$ cat src/trmc_pkg.sv
// Package for the timer run and mode control block: register map, field
// positions, reset values and the bus carrier structs.
// Assumes a single 125 MHz clock and an AXI4-Lite master with 32-bit data.
package trmc_pkg;

  // ==========================================================================
  // Bus geometry
  localparam int AXI_ADDR_W = 8;
  localparam int AXI_DATA_W = 32;
  localparam logic [1:0] RESP_OKAY = 2'h0;
  localparam logic [1:0] RESP_SLVERR = 2'h2;

  // ==========================================================================
  // Register byte offsets
  localparam logic [AXI_ADDR_W-1:0] OFS_RUN = 8'h00;
  localparam logic [AXI_ADDR_W-1:0] OFS_MODE = 8'h04;
  localparam logic [AXI_ADDR_W-1:0] OFS_CMP0 = 8'h08;
  localparam logic [AXI_ADDR_W-1:0] OFS_CMP1 = 8'h0c;
  localparam logic [AXI_ADDR_W-1:0] OFS_CAP0_LO = 8'h10;
  localparam logic [AXI_ADDR_W-1:0] OFS_CAP0_HI = 8'h14;
  localparam logic [AXI_ADDR_W-1:0] OFS_CAP1_LO = 8'h18;
  localparam logic [AXI_ADDR_W-1:0] OFS_CAP1_HI = 8'h1c;
  localparam logic [AXI_ADDR_W-1:0] OFS_COUNT = 8'h20;
  localparam logic [AXI_ADDR_W-1:0] OFS_IRQ_STATUS = 8'h24;
  localparam logic [AXI_ADDR_W-1:0] OFS_IRQ_MASK = 8'h28;

  // ==========================================================================
  // Run register fields
  localparam int RUN_COUNTER_BIT = 0;
  localparam int RUN_PRESCALER_BIT = 2;
  localparam int RUN_IDLE_BIT = 3;
  localparam int RUN_SPARE_BIT = 6;
  localparam int RUN_DBUF_BIT = 7;
  localparam logic [7:0] RUN_RESET = 8'h00;

  // ==========================================================================
  // Mode register fields
  localparam int MODE_SWCAP_BIT = 0;
  localparam int MODE_CLK_LO = 1;
  localparam int MODE_CLEAR_BIT = 3;
  localparam int MODE_CAP_LO = 4;
  localparam logic [7:0] MODE_RESET = 8'h20;
  localparam logic [7:0] MODE_KEEP_MASK = 8'h3e;

  // ==========================================================================
  // Clock sources, capture triggers and interrupt events
  localparam logic [1:0] CLK_EXT = 2'h0;
  localparam logic [1:0] CLK_DIV1 = 2'h1;
  localparam logic [1:0] CLK_DIV4 = 2'h2;
  localparam logic [1:0] CLK_DIV16 = 2'h3;
  localparam logic [1:0] CAP_OFF = 2'h0;
  localparam logic [1:0] CAP_IN0_IN1 = 2'h1;
  localparam logic [1:0] CAP_IN0_BOTH = 2'h2;
  localparam logic [1:0] CAP_OTHER = 2'h3;
  localparam int PRESCALE_W = 4;
  localparam logic [PRESCALE_W-1:0] DIV4_MASK = 4'h3;
  localparam logic [PRESCALE_W-1:0] DIV16_MASK = 4'hf;
  localparam int NUM_EVENTS = 4;
  localparam int EV_CMP0 = 0;
  localparam int EV_CMP1 = 1;
  localparam int EV_CAP0 = 2;
  localparam int EV_CAP1 = 3;

  // ==========================================================================
  // Bus carriers
  typedef struct packed {
    logic awvalid;
    logic [AXI_ADDR_W-1:0] awaddr;
    logic wvalid;
    logic [AXI_DATA_W-1:0] wdata;
    logic [3:0] wstrb;
    logic bready;
    logic arvalid;
    logic [AXI_ADDR_W-1:0] araddr;
    logic rready;
  } trmc_axil_req_t;

  typedef struct packed {
    logic awready;
    logic wready;
    logic bvalid;
    logic [1:0] bresp;
    logic arready;
    logic rvalid;
    logic [AXI_DATA_W-1:0] rdata;
    logic [1:0] rresp;
  } trmc_axil_rsp_t;

endpackage

$ cat src/trmc_timer.sv
// Timer channel with run control, mode control, compare and capture logic,
// reached by software over an AXI4-Lite slave port.
// Assumes all inputs are synchronous to clk_i and one master at a time.
//
// How it works
// Run bit clear stops and zeroes counter.
// Idle bit chooses halt or run in idle.
// Run bits 1, 4, 5 carry no meaning.
// Clock field picks pin or prescaler taps.
// Clear enable zeroes counter on compare-1 match.
// Trigger 00 disables hardware captures.
// Trigger 01: input 0 and 1 rising.
// Trigger 10: input 0 rising and falling.
// Trigger 11: other timer rising and falling.
// Writing 0 to capture bit latches counter.
// Software writes zeros to mode top bits.
// Prescaler run bit independent of counter run.
// Interval mode: periodic compare-1 interrupt.
// Software picks prescaler tap, capture off.
// Software disables flip-flop toggle triggers.
// Counter equal to compare raises interrupt.
// Low-byte read blocks capture until high read.
// Software keeps prescaler running for capture.
// Double buffer defers compare-0 write to clear.
//
// Chosen here: the register offsets and register access over AXI4-Lite.
`timescale 1ns/1ps

module trmc_timer #(
  parameter int COUNT_W = 16
) (
  input wire logic clk_i,
  input wire logic reset_i,
  input wire trmc_pkg::trmc_axil_req_t axi_req_i,
  output trmc_pkg::trmc_axil_rsp_t axi_rsp_o,
  input wire logic external_input_0_i,
  input wire logic external_input_1_i,
  input wire logic other_timer_flipflop_out_i,
  input wire logic idle_i,
  output logic compare0_interrupt_o,
  output logic compare1_interrupt_o,
  output logic irq_o
);
  import trmc_pkg::*;

  // ==========================================================================
  // Helpers
  function automatic logic rose(input logic prev, input logic cur);
    rose = ~prev & cur;
  endfunction

  function automatic logic fell(input logic prev, input logic cur);
    fell = prev & ~cur;
  endfunction

  // ==========================================================================
  // Register state
  logic [7:0] run_reg;
  logic [7:0] mode_reg;
  logic [COUNT_W-1:0] compare_register_0;
  logic [COUNT_W-1:0] compare0_buffer;
  logic [COUNT_W-1:0] compare_register_1;
  logic [COUNT_W-1:0] capture_register_0;
  logic [COUNT_W-1:0] capture_register_1;
  logic [COUNT_W-1:0] up_counter;
  logic [NUM_EVENTS-1:0] irq_status;
  logic [NUM_EVENTS-1:0] irq_mask;
  logic cap0_locked;
  logic cap1_locked;
  logic [PRESCALE_W-1:0] prescaler;
  logic in0_prev;
  logic in1_prev;
  logic other_prev;

  // ==========================================================================
  // Bus slave
  logic aw_got;
  logic w_got;
  logic [AXI_ADDR_W-1:0] wr_addr;
  logic [AXI_DATA_W-1:0] wr_data;
  logic [3:0] wr_strb;
  logic bvalid;
  logic [1:0] bresp;
  logic rvalid;
  logic [AXI_DATA_W-1:0] rdata;
  logic [1:0] rresp;
  logic do_write;
  logic do_read;
  logic wr_known;
  logic rd_known;
  logic [AXI_DATA_W-1:0] next_rdata;

  assign do_write = aw_got & w_got & ~bvalid;
  assign do_read = axi_req_i.arvalid & ~rvalid;

  always_comb begin
    axi_rsp_o.awready = ~aw_got & ~bvalid;
    axi_rsp_o.wready = ~w_got & ~bvalid;
    axi_rsp_o.bvalid = bvalid;
    axi_rsp_o.bresp = bresp;
    axi_rsp_o.arready = ~rvalid;
    axi_rsp_o.rvalid = rvalid;
    axi_rsp_o.rdata = rdata;
    axi_rsp_o.rresp = rresp;
  end

  always_ff @(posedge clk_i or posedge reset_i) begin
    if (reset_i) begin
      aw_got <= 1'b0;
      w_got <= 1'b0;
      wr_addr <= '0;
      wr_data <= '0;
      wr_strb <= '0;
    end else begin
      if (axi_req_i.awvalid && !aw_got && !bvalid) begin
        aw_got <= 1'b1;
        wr_addr <= axi_req_i.awaddr;
      end
      if (axi_req_i.wvalid && !w_got && !bvalid) begin
        w_got <= 1'b1;
        wr_data <= axi_req_i.wdata;
        wr_strb <= axi_req_i.wstrb;
      end
      if (do_write) begin
        aw_got <= 1'b0;
        w_got <= 1'b0;
      end
    end
  end

  always_comb begin
    case (wr_addr)
      OFS_RUN, OFS_MODE, OFS_CMP0, OFS_CMP1, OFS_IRQ_STATUS,
      OFS_IRQ_MASK: wr_known = 1'b1;
      default: wr_known = 1'b0;
    endcase
  end

  always_ff @(posedge clk_i or posedge reset_i) begin
    if (reset_i) begin
      bvalid <= 1'b0;
      bresp <= RESP_OKAY;
    end else if (do_write) begin
      bvalid <= 1'b1;
      bresp <= wr_known ? RESP_OKAY : RESP_SLVERR;
    end else if (axi_req_i.bready) begin
      bvalid <= 1'b0;
    end
  end

  // Run bits 1, 4 and 5 read as zero and spare bit 6 reads back as written; software must not depend on them.
  always_comb begin
    next_rdata = '0;
    rd_known = 1'b1;
    case (axi_req_i.araddr)
      OFS_RUN: begin
        next_rdata[RUN_COUNTER_BIT] = run_reg[RUN_COUNTER_BIT];
        next_rdata[RUN_PRESCALER_BIT] = run_reg[RUN_PRESCALER_BIT];
        next_rdata[RUN_IDLE_BIT] = run_reg[RUN_IDLE_BIT];
        next_rdata[RUN_SPARE_BIT] = run_reg[RUN_SPARE_BIT];
        next_rdata[RUN_DBUF_BIT] = run_reg[RUN_DBUF_BIT];
      end
      OFS_MODE: begin
        next_rdata[7:0] = mode_reg & MODE_KEEP_MASK;
        next_rdata[MODE_SWCAP_BIT] = 1'b1;
      end
      OFS_CMP0: next_rdata[COUNT_W-1:0] = compare0_buffer;
      OFS_CMP1: next_rdata[COUNT_W-1:0] = compare_register_1;
      OFS_CAP0_LO: next_rdata[7:0] = capture_register_0[7:0];
      OFS_CAP0_HI: next_rdata[7:0] = capture_register_0[COUNT_W-1:8];
      OFS_CAP1_LO: next_rdata[7:0] = capture_register_1[7:0];
      OFS_CAP1_HI: next_rdata[7:0] = capture_register_1[COUNT_W-1:8];
      OFS_COUNT: next_rdata[COUNT_W-1:0] = up_counter;
      OFS_IRQ_STATUS: next_rdata[NUM_EVENTS-1:0] = irq_status;
      OFS_IRQ_MASK: next_rdata[NUM_EVENTS-1:0] = irq_mask;
      default: rd_known = 1'b0;
    endcase
  end

  always_ff @(posedge clk_i or posedge reset_i) begin
    if (reset_i) begin
      rvalid <= 1'b0;
      rdata <= '0;
      rresp <= RESP_OKAY;
    end else if (do_read) begin
      rvalid <= 1'b1;
      rdata <= next_rdata;
      rresp <= rd_known ? RESP_OKAY : RESP_SLVERR;
    end else if (axi_req_i.rready) begin
      rvalid <= 1'b0;
    end
  end

  // ==========================================================================
  // Control registers
  logic wr_run;
  logic wr_mode;
  logic sw_capture;

  assign wr_run = do_write && wr_addr == OFS_RUN && wr_strb[0];
  assign wr_mode = do_write && wr_addr == OFS_MODE && wr_strb[0];
  // A zero in the software capture bit is the capture command.
  assign sw_capture = wr_mode && !wr_data[MODE_SWCAP_BIT];

  always_ff @(posedge clk_i or posedge reset_i) begin
    if (reset_i) begin
      run_reg <= RUN_RESET;
    end else if (wr_run) begin
      run_reg <= wr_data[7:0];
    end
  end

  // The top two bits are stored as zero whatever is written.
  always_ff @(posedge clk_i or posedge reset_i) begin
    if (reset_i) begin
      mode_reg <= MODE_RESET;
    end else if (wr_mode) begin
      mode_reg <= wr_data[7:0] & MODE_KEEP_MASK;
    end
  end

  logic counter_run_bit;
  logic prescaler_run_bit;
  logic idle_run_enable;
  logic double_buffer_enable;
  logic counter_clear_enable;
  logic [1:0] clock_source_sel;
  logic [1:0] capture_trigger_sel;

  assign counter_run_bit = run_reg[RUN_COUNTER_BIT];
  assign prescaler_run_bit = run_reg[RUN_PRESCALER_BIT];
  assign idle_run_enable = run_reg[RUN_IDLE_BIT];
  assign double_buffer_enable = run_reg[RUN_DBUF_BIT];
  assign counter_clear_enable = mode_reg[MODE_CLEAR_BIT];
  assign clock_source_sel = mode_reg[MODE_CLK_LO +: 2];
  assign capture_trigger_sel = mode_reg[MODE_CAP_LO +: 2];

  // ==========================================================================
  // Prescaler and clock source
  logic awake;
  logic pre_tick;
  logic tap_div1;
  logic tap_div4;
  logic tap_div16;
  logic count_tick;

  // Idle halts the prescaler and counter unless the idle bit keeps them alive.
  assign awake = ~idle_i | idle_run_enable;
  assign pre_tick = prescaler_run_bit & awake;

  // The prescaler ignores the counter run bit entirely.
  always_ff @(posedge clk_i or posedge reset_i) begin
    if (reset_i) begin
      prescaler <= '0;
    end else if (!prescaler_run_bit) begin
      prescaler <= '0;
    end else if (pre_tick) begin
      prescaler <= prescaler + 1'b1;
    end
  end

  assign tap_div1 = pre_tick;
  assign tap_div4 = pre_tick && (prescaler & DIV4_MASK) == DIV4_MASK;
  assign tap_div16 = pre_tick && prescaler == DIV16_MASK;

  always_ff @(posedge clk_i or posedge reset_i) begin
    if (reset_i) begin
      in0_prev <= 1'b0;
      in1_prev <= 1'b0;
      other_prev <= 1'b0;
    end else begin
      in0_prev <= external_input_0_i;
      in1_prev <= external_input_1_i;
      other_prev <= other_timer_flipflop_out_i;
    end
  end

  always_comb begin
    case (clock_source_sel)
      CLK_EXT: count_tick = awake & rose(in0_prev, external_input_0_i);
      CLK_DIV1: count_tick = tap_div1;
      CLK_DIV4: count_tick = tap_div4;
      CLK_DIV16: count_tick = tap_div16;
      default: count_tick = 1'b0;
    endcase
  end

  // ==========================================================================
  // Up-counter, comparators and compare registers
  logic match0;
  logic match1;
  logic clear_on_match;
  logic counter_cleared;
  logic [COUNT_W-1:0] cmp_wdata;
  logic wr_cmp0;
  logic wr_cmp1;

  // Matches count only on a tick, so a held count gives one event.
  assign match0 = counter_run_bit & count_tick &
                  (up_counter == compare_register_0);
  assign match1 = counter_run_bit & count_tick &
                  (up_counter == compare_register_1);
  assign clear_on_match = match1 & counter_clear_enable;
  assign counter_cleared = clear_on_match | ~counter_run_bit;

  always_ff @(posedge clk_i or posedge reset_i) begin
    if (reset_i) begin
      up_counter <= '0;
    end else if (!counter_run_bit) begin
      up_counter <= '0;
    end else if (clear_on_match) begin
      up_counter <= '0;
    end else if (count_tick) begin
      up_counter <= up_counter + 1'b1;
    end
  end

  assign cmp_wdata = wr_data[COUNT_W-1:0];
  assign wr_cmp0 = do_write && wr_addr == OFS_CMP0 && (&wr_strb[1:0]);
  assign wr_cmp1 = do_write && wr_addr == OFS_CMP1 && (&wr_strb[1:0]);

  always_ff @(posedge clk_i or posedge reset_i) begin
    if (reset_i) begin
      compare_register_1 <= '0;
    end else if (wr_cmp1) begin
      compare_register_1 <= cmp_wdata;
    end
  end

  // With buffering on, the live compare-0 value changes only at a clear.
  always_ff @(posedge clk_i or posedge reset_i) begin
    if (reset_i) begin
      compare0_buffer <= '0;
      compare_register_0 <= '0;
    end else begin
      if (wr_cmp0) begin
        compare0_buffer <= cmp_wdata;
      end
      if (wr_cmp0 && !double_buffer_enable) begin
        compare_register_0 <= cmp_wdata;
      end else if (double_buffer_enable && counter_cleared) begin
        compare_register_0 <= compare0_buffer;
      end
    end
  end

  // ==========================================================================
  // Capture logic
  logic hw_cap0;
  logic hw_cap1;
  logic take_cap0;
  logic take_cap1;
  logic rd_cap0_lo;
  logic rd_cap0_hi;
  logic rd_cap1_lo;
  logic rd_cap1_hi;

  always_comb begin
    hw_cap0 = 1'b0;
    hw_cap1 = 1'b0;
    case (capture_trigger_sel)
      CAP_OFF: begin
        hw_cap0 = 1'b0;
        hw_cap1 = 1'b0;
      end
      CAP_IN0_IN1: begin
        hw_cap0 = rose(in0_prev, external_input_0_i);
        hw_cap1 = rose(in1_prev, external_input_1_i);
      end
      CAP_IN0_BOTH: begin
        hw_cap0 = rose(in0_prev, external_input_0_i);
        hw_cap1 = fell(in0_prev, external_input_0_i);
      end
      CAP_OTHER: begin
        hw_cap0 = rose(other_prev, other_timer_flipflop_out_i);
        hw_cap1 = fell(other_prev, other_timer_flipflop_out_i);
      end
      default: begin
        hw_cap0 = 1'b0;
        hw_cap1 = 1'b0;
      end
    endcase
  end

  // A stopped prescaler freezes hardware captures, as software is told to avoid.
  assign take_cap0 = ~cap0_locked &
                     ((hw_cap0 & prescaler_run_bit) | sw_capture);
  assign take_cap1 = ~cap1_locked & hw_cap1 & prescaler_run_bit;

  always_ff @(posedge clk_i or posedge reset_i) begin
    if (reset_i) begin
      capture_register_0 <= '0;
      capture_register_1 <= '0;
    end else begin
      if (take_cap0) begin
        capture_register_0 <= up_counter;
      end
      if (take_cap1) begin
        capture_register_1 <= up_counter;
      end
    end
  end

  assign rd_cap0_lo = do_read && axi_req_i.araddr == OFS_CAP0_LO;
  assign rd_cap0_hi = do_read && axi_req_i.araddr == OFS_CAP0_HI;
  assign rd_cap1_lo = do_read && axi_req_i.araddr == OFS_CAP1_LO;
  assign rd_cap1_hi = do_read && axi_req_i.araddr == OFS_CAP1_HI;

  // Locks keep the two halves of a capture coherent across byte reads.
  always_ff @(posedge clk_i or posedge reset_i) begin
    if (reset_i) begin
      cap0_locked <= 1'b0;
      cap1_locked <= 1'b0;
    end else begin
      if (rd_cap0_lo) begin
        cap0_locked <= 1'b1;
      end else if (rd_cap0_hi) begin
        cap0_locked <= 1'b0;
      end
      if (rd_cap1_lo) begin
        cap1_locked <= 1'b1;
      end else if (rd_cap1_hi) begin
        cap1_locked <= 1'b0;
      end
    end
  end

  // ==========================================================================
  // Interrupts
  logic [NUM_EVENTS-1:0] events;
  logic [NUM_EVENTS-1:0] status_clear;
  logic wr_status;

  assign events[EV_CMP0] = match0;
  assign events[EV_CMP1] = match1;
  assign events[EV_CAP0] = take_cap0;
  assign events[EV_CAP1] = take_cap1;
  assign wr_status = do_write && wr_addr == OFS_IRQ_STATUS && wr_strb[0];
  assign status_clear = wr_status ? wr_data[NUM_EVENTS-1:0] : '0;

  // A new event in the clearing cycle keeps its bit set.
  genvar gi;
  generate
    for (gi = 0; gi < NUM_EVENTS; gi++) begin : g_status
      always_ff @(posedge clk_i or posedge reset_i) begin
        if (reset_i) begin
          irq_status[gi] <= 1'b0;
        end else if (events[gi]) begin
          irq_status[gi] <= 1'b1;
        end else if (status_clear[gi]) begin
          irq_status[gi] <= 1'b0;
        end
      end
    end
  endgenerate

  always_ff @(posedge clk_i or posedge reset_i) begin
    if (reset_i) begin
      irq_mask <= '0;
    end else if (do_write && wr_addr == OFS_IRQ_MASK && wr_strb[0]) begin
      irq_mask <= wr_data[NUM_EVENTS-1:0];
    end
  end

  always_ff @(posedge clk_i or posedge reset_i) begin
    if (reset_i) begin
      compare0_interrupt_o <= 1'b0;
      compare1_interrupt_o <= 1'b0;
      irq_o <= 1'b0;
    end else begin
      compare0_interrupt_o <= match0;
      compare1_interrupt_o <= match1;
      irq_o <= |(irq_status & irq_mask);
    end
  end

endmodule

$ cat config.mk
export PLATFORM = sky130hd
export DESIGN_NAME = trmc_timer
export DESIGN_NICKNAME = d
export VERILOG_FILES = /design/src/trmc_pkg.sv /design/src/trmc_timer.sv
export SDC_FILE = /design/constraint.sdc
export NUM_CORES = 1
export LEC_CHECK = 0
export ABC_CLOCK_PERIOD_IN_PS = 10020
export BUFFER_PORTS_ARGS = -buffer_cell sky130_fd_sc_hd__buf_2
export CORE_MARGIN = 1.5
export CORE_UTILIZATION = 45
export CTS_BUF_LIST = sky130_fd_sc_hd__clkbuf_4
export DETAILED_ROUTE_END_ITERATION = 12
export GPL_TIMING_DRIVEN = 0
export SLEW_MARGIN = 20
export SYNTH_ARGS = -nofsm -noshare
export SYNTH_HDL_FRONTEND = slang
export SYNTH_SLANG_ARGS = --single-unit
export TNS_END_PERCENT = 20
$ cat constraint.sdc
create_clock -name clk_i -period 10.02 [get_ports clk_i]
set_clock_uncertainty 0.05 [all_clocks]
set_input_delay 1.002 -clock clk_i [delete_from_list [all_inputs] [get_ports clk_i]]
set_output_delay 1.002 -clock clk_i [all_outputs]
set_load 0.01 [all_outputs]
# --- Word level (Yosys, flattened, before mapping) ---
# Cells that the tools add are included.
classes:
  n_mux: 41
  n_reduce_logical: 50
  n_addsub: 2
  n_bitwise: 37
  n_eq_ne: 27
op_table:
  columns: ["cell", "n"]
  rows:
  - ["2-to-1 mux 16 bit", 5]
  - ["equality test 8 x 6 -> 1 bit (second input constant)", 5]
  - ["equality test 16 bit", 2]
  - ["equality test 8 x 4 -> 1 bit (second input constant)", 4]
  - ["equality test 8 x 5 -> 1 bit (second input constant)", 4]
  - ["case mux 2 bit (8 select lines)", 2]
  - ["logical AND 1 bit", 25]
  - ["case mux 8 bit (3 select lines)", 1]
  - ["2-to-1 mux 1 bit", 22]
  - ["case mux 2 bit (11 select lines)", 1]
  - ["nonzero test 2 bit", 11]
  - ["bitwise AND 1 bit", 20]
  - ["adder 16 x 1 -> 16 bit (second input constant)", 1]
  - ["equality test 8 x 3 -> 1 bit (second input constant)", 2]
  - ["logical NOT 8 bit", 2]
  - ["inverter 1 bit", 13]
  - ["2-to-1 mux 4 bit", 3]
  - ["case mux 1 bit (11 select lines)", 1]
  - ["OR reduction 11 bit", 1]
  - ["equality test 2 bit (second input constant)", 5]
  - ["case mux 1 bit (10 select lines)", 1]
  - ["case mux 1 bit (4 select lines)", 2]
  - ["OR reduction 6 bit", 1]
  - ["logical NOT 1 bit", 5]
  - ["13 further kinds", 18]
totals:
  out_inout_bits: 44
  reg_bits: 179
  input_bits: 63

# --- Longest topological paths before layout ---
logic_depth:
  ltp_word: 12
  ltp_mapped: 9

# --- Least setup slack after synthesis ---
# No wires, ideal clock.
synth_timing:
  path_kind: "in2reg"
  from: "in other_timer_flipflop_out_i"
  to: "reg capture_register_1[0]"
  arrival_ps: 2619
  t_required_ps: 9845
  slack_ps: 7227
  cell_stages: 6
  cell_sequence: "nand3b_1 o21ai_0 a31oi_1 nor3_1 clkbuf_1 mux2_2"
synth_via:
  elab_chain_len: 5
synth_lines:
  columns: ["element", "line_no", "rtl"]
  rows:
  - ["start: declaration", "trmc_timer.sv:38", "input wire logic other_timer_flipflop_out_i,"]
  - ["inverter 1 bit", "trmc_timer.sv:53", "fell = prev & ~cur;"]
  - ["bitwise AND 1 bit", "trmc_timer.sv:53", null]
  - ["case mux 1 bit (4 select lines)", "trmc_timer.sv:361", "case (capture_trigger_sel)"]
  - ["bitwise AND 1 bit (2 in a row)", "trmc_timer.sv:388", "assign take_cap1 = ~cap1_locked & hw_cap1 & prescaler_run_bit;"]
  - ["end signal: assignment", "trmc_timer.sv:399", "capture_register_1 <= up_counter;"]
  - ["end: declaration", "trmc_timer.sv:64", "logic [COUNT_W-1:0] capture_register_1;"]
# No other way between the ends.
# A chain may end at the register's enable or synchronous reset.

# --- Worst setup path in the final report ---
layout_timing:
  from: "reg up_counter[2]"
  to: "reg compare_register_0[12]"
layout_via:
  elab_chain_len: 6
layout_lines:
  columns: ["element", "line_no", "rtl"]
  rows:
  - ["start: declaration", "trmc_timer.sv:65", "logic [COUNT_W-1:0] up_counter;"]
  - ["start signal: assignment", "trmc_timer.sv:314", "up_counter <= up_counter + 1'b1;"]
  - ["equality test 16 bit", "trmc_timer.sv:302", "(up_counter == compare_register_1);"]
  - ["bitwise AND 1 bit", "trmc_timer.sv:301", "assign match1 = counter_run_bit & count_tick &"]
  - ["bitwise AND 1 bit", "trmc_timer.sv:303", "assign clear_on_match = match1 & counter_clear_enable;"]
  - ["bitwise OR 1 bit", "trmc_timer.sv:304", "assign counter_cleared = clear_on_match | ~counter_run_bit;"]
  - ["logical AND 1 bit", "trmc_timer.sv:341", "end else if (double_buffer_enable && counter_cleared) begin"]
  - ["nonzero test 2 bit (no source line)", null, null]
  - ["end signal: assignment", "trmc_timer.sv:340", "compare_register_0 <= cmp_wdata;"]
  - ["end signal: assignment", "trmc_timer.sv:342", "compare_register_0 <= compare0_buffer;"]
  - ["end: declaration", "trmc_timer.sv:60", "logic [COUNT_W-1:0] compare_register_0;"]
# No other way between the ends.

==> impl_metrics.py <==
metrics = {
    "outcome": {
        "status": "finished clean",
    },
    "grt": {
        "grt-ovfl-total": 0,
        "grt_pass1_wl_mm": 35.0,
        "antenna_found_initial": 1,
        "grt_pass1_vias": 6233,
        "grt_max_degree": 67,
        "track_usage_pct": 23.3,
    },
    "floorplan": {
        "start_util_pct": 45.8,
        "die_y_um": 141,
        "die-area_um2": 19800,
        "core_area_um2": 18600,
        "rows": 50,
        "dieWidth_um": 141,
        "io_pins": 107,
    },
    "setup_path": {
        "worstPathArrival_ns": 3.80,
        "crit_type": "reg -> reg",
        "critPathLaunchType": "flop",
        "cp_slowest_cell": "clkbuf_1",
        "cpMostUsedCell": "clkbuf_1",
        "worstSetupEndpointType": "flop",
        "cp_max_fo": 10,
        "worst_path_largest_cell_delay_ns": 0.58,
        "crit_required_ns": 10.49,
        "cp_cell_sequence": "clkbuf_1 > xnor2_1 > nand4_1 > nor4_1 > nand2_1 > o211ai_1 > clkbuf_1 > o221a_2",
    },
    "finish": {
        "drive_gt1_share_pct": 26.8,
        "fillers": 1752,
        "syn2layout_area_growth_pct": 12.0,
        "multi_input_area_um2": 3820,
        "final_cell_mix": "173 x dfrtp_1, 119 x nand2_1, 84 x mux2_2",
        "nets": 959,
        "final_common_cell": "dfrtp_1",
        "register_area_um2": 4360,
    },
    "clock_network": {
        "clock_latency_ns": 0.59,
        "cts_hold_buffers": 0,
        "numClockSinks": 174,
        "post_cts_buffers": 0,
        "path_clk_slew_ns": 0.15,
        "tritoncts": "yes",
        "cts_buffer_depth": 2,
        "ctsResizeCount": 0,
        "numCtsBuffers": 17,
        "h-tree-depth": 4,
        "root_buffer": "clkbuf_4",
    },
    "detailed_routing": {
        "avgViaCountPerCell": 5.57,
        "wl_met3_mm": 1.16,
        "post-route-drc-count": 0,
        "drtIter0Drc": 503,
        "vias": 6332,
        "topRoutingLayerUsed": "met4",
        "met2_length_mm": 10.1,
        "drt_pass1_iterations": 6,
        "avgRoutedWirePerCell_um": 19.1,
        "wl_met1_mm": 9.99,
        "ant_nets": 0,
        "wl_mm": 21.7,
    },
    "synthesis": {
        "synth_top_area_share_pct": 50.7,
        "synthFlopType": "dfrtp_1",
        "synth_cell_types": 54,
        "synthTopCellsByArea": "dfrtp_1 51%, mux2_2 11%, nand2_1 5.2%, xnor2_1 2.7%, xor2_1 2.3%",
        "synth_cells": 784,
        "synth_warnings": 0,
        "synth_area_um2": 8530,
        "seq_area_frac_synth_pct": 51.0,
        "netlist.top_cell.by_area": "dfrtp_1",
        "syn-mean-instance-area_um2": 10.9,
        "async_reset_ff_share_pct": 100,
        "ys_ff_latch": 174,
        "synth-edff-count": 0,
    },
    "pwr": {
        "max-vdd-ir-drop_uv": 112,
        "leakagePower_nw": 4.55,
        "power_density_nw_per_um2": 175,
    },
    "placement": {
        "gp_congestion": 0.855,
        "io_buffers": 68,
        "hpwl_mm": 16.2,
    },
    "timing": {
        "grt_setup_unrepaired": "no",
        "tightest_slew_ns": 0.833,
        "slew_headroom_pct": 44.0,
        "slew_viol_final": 0,
        "max_freq_mhz": 300,
        "tns_ns": 0,
        "post-route-period-util_pct": 33.3,
        "holdWs_ns": 0.331,
        "fin_crit_ns": 3.33,
        "final_hold_viol_count": 0,
        "finalSetupViolCount": 0,
    },
    "job": {
        "cap_violations": 0,
    },
    "worst_hold_path": {
        "hold_path.class": "in -> async",
    },
}
==> final timing paths <==
| check | from | end | slack [ns] | cells past startpoint |
|---|---|---|---|---|
| max in group asynchronous | reset_i | up_counter[14] | 8.60 | 4 |
| min | reset_i | wr_strb[0] | 0.33 | 2 |
| max reg2reg | up_counter[2] | compare_register_0[12] | 6.69 | 8 |
| min reg2reg | bresp[1] | bresp[1] | 0.44 | 1 |
| max | up_counter[2] | compare_register_0[12] | 6.69 | 8 |
| min in group clk_i | bresp[1] | bresp[1] | 0.44 | 1 |
==> synthesized netlist by cell type, types with 12 or more instances <==
cell        n
dfrtp_1   173
nand2_1   119
mux2_2     84
clkbuf_1   45
nor2_1     36
xnor2_1    26
a21oi_1    24
a22oi_1    23
xor2_1     22
buf_4      20
o21ai_0    18
nand4_1    17
inv_1      15
o221a_2    15
nand3_1    12
nand3b_1   12
==> where the power goes <==
part | internal (mW) | switching (mW) | total [mW]
Combinational | 0.190 | 0.167 | 0.357
Sequential | 0.816 | 0.122 | 0.938
Clock | 0.129 | 0.251 | 0.380
==> kinds of logic (layout without fill, tap and decap cells) <==
kind of cell	count (synthesis)	after routing	share of synthesized area (%)
buffers and inverters	86	187	5.03
DFF	174	174	51.0
xor gates and xnor gates	48	48	4.93
and+or+nand+nor	248	248	13.7
AOI/OAI and AO/OA	117	117	9.93
other	1	19	0.0440
adders and majority gates	6	6	0.880
muxes	104	104	14.4
==> area by class of cell <==
| class | count | area share [%] |
|---|---|---|
| Clock inverter | 12 | 1.19 |
| Tap cell | 234 | 3.06 |
| Antenna cell | 1 | 0.0262 |
| Clock buffer | 19 | 1.49 |
| Multi-Input combinational cell | 541 | 39.9 |
| Sequential cell | 174 | 45.6 |
| Buffer | 71 | 3.90 |
| Inverter | 15 | 0.668 |
| Timing Repair Buffer | 70 | 4.14 |
==> critical path, delay by kind of cell, from the launching register on <==
family / cells / cell delay [ns]
AOI/OAI and AO/OA: 2 / 0.83
DFF: 1 / 0.36
xor gates and xnor gates: 1 / 0.19
buffers and inverters: 2 / 1.04
and+or+nand+nor: 3 / 0.81
==> routing by layer <==
layer | global-route usage (%) | vias to the layer above
met3 | 3.46 | 31
li1 | - | 2942
met4 | 8.33 | 0
met1 | 32.8 | 3138
met2 | 36.8 | 221
met5 | 0 | -
==> metrics by stage <==
| step | instances | total power [mW] | instance area (um2) | utilization (%) | worst slack, ns |
|---|---|---|---|---|---|
| floorplan | 801 | 1.19 | 8600 | - | 4.25 |
| global placement | 1103 | 1.30 | 9230 | 49.5 | 2.13 |
| CTS | 1136 | 1.69 | 9550 | 51.2 | 6.73 |
| global route | 1137 | 1.78 | 9560 | 51.3 | 6.51 |
| finish | 1137 | 1.67 | 9560 | 51.3 | 6.69 |
| detailed placement | 1105 | 1.31 | 9300 | 49.9 | 6.59 |
(Power assumes the default switching activity.)
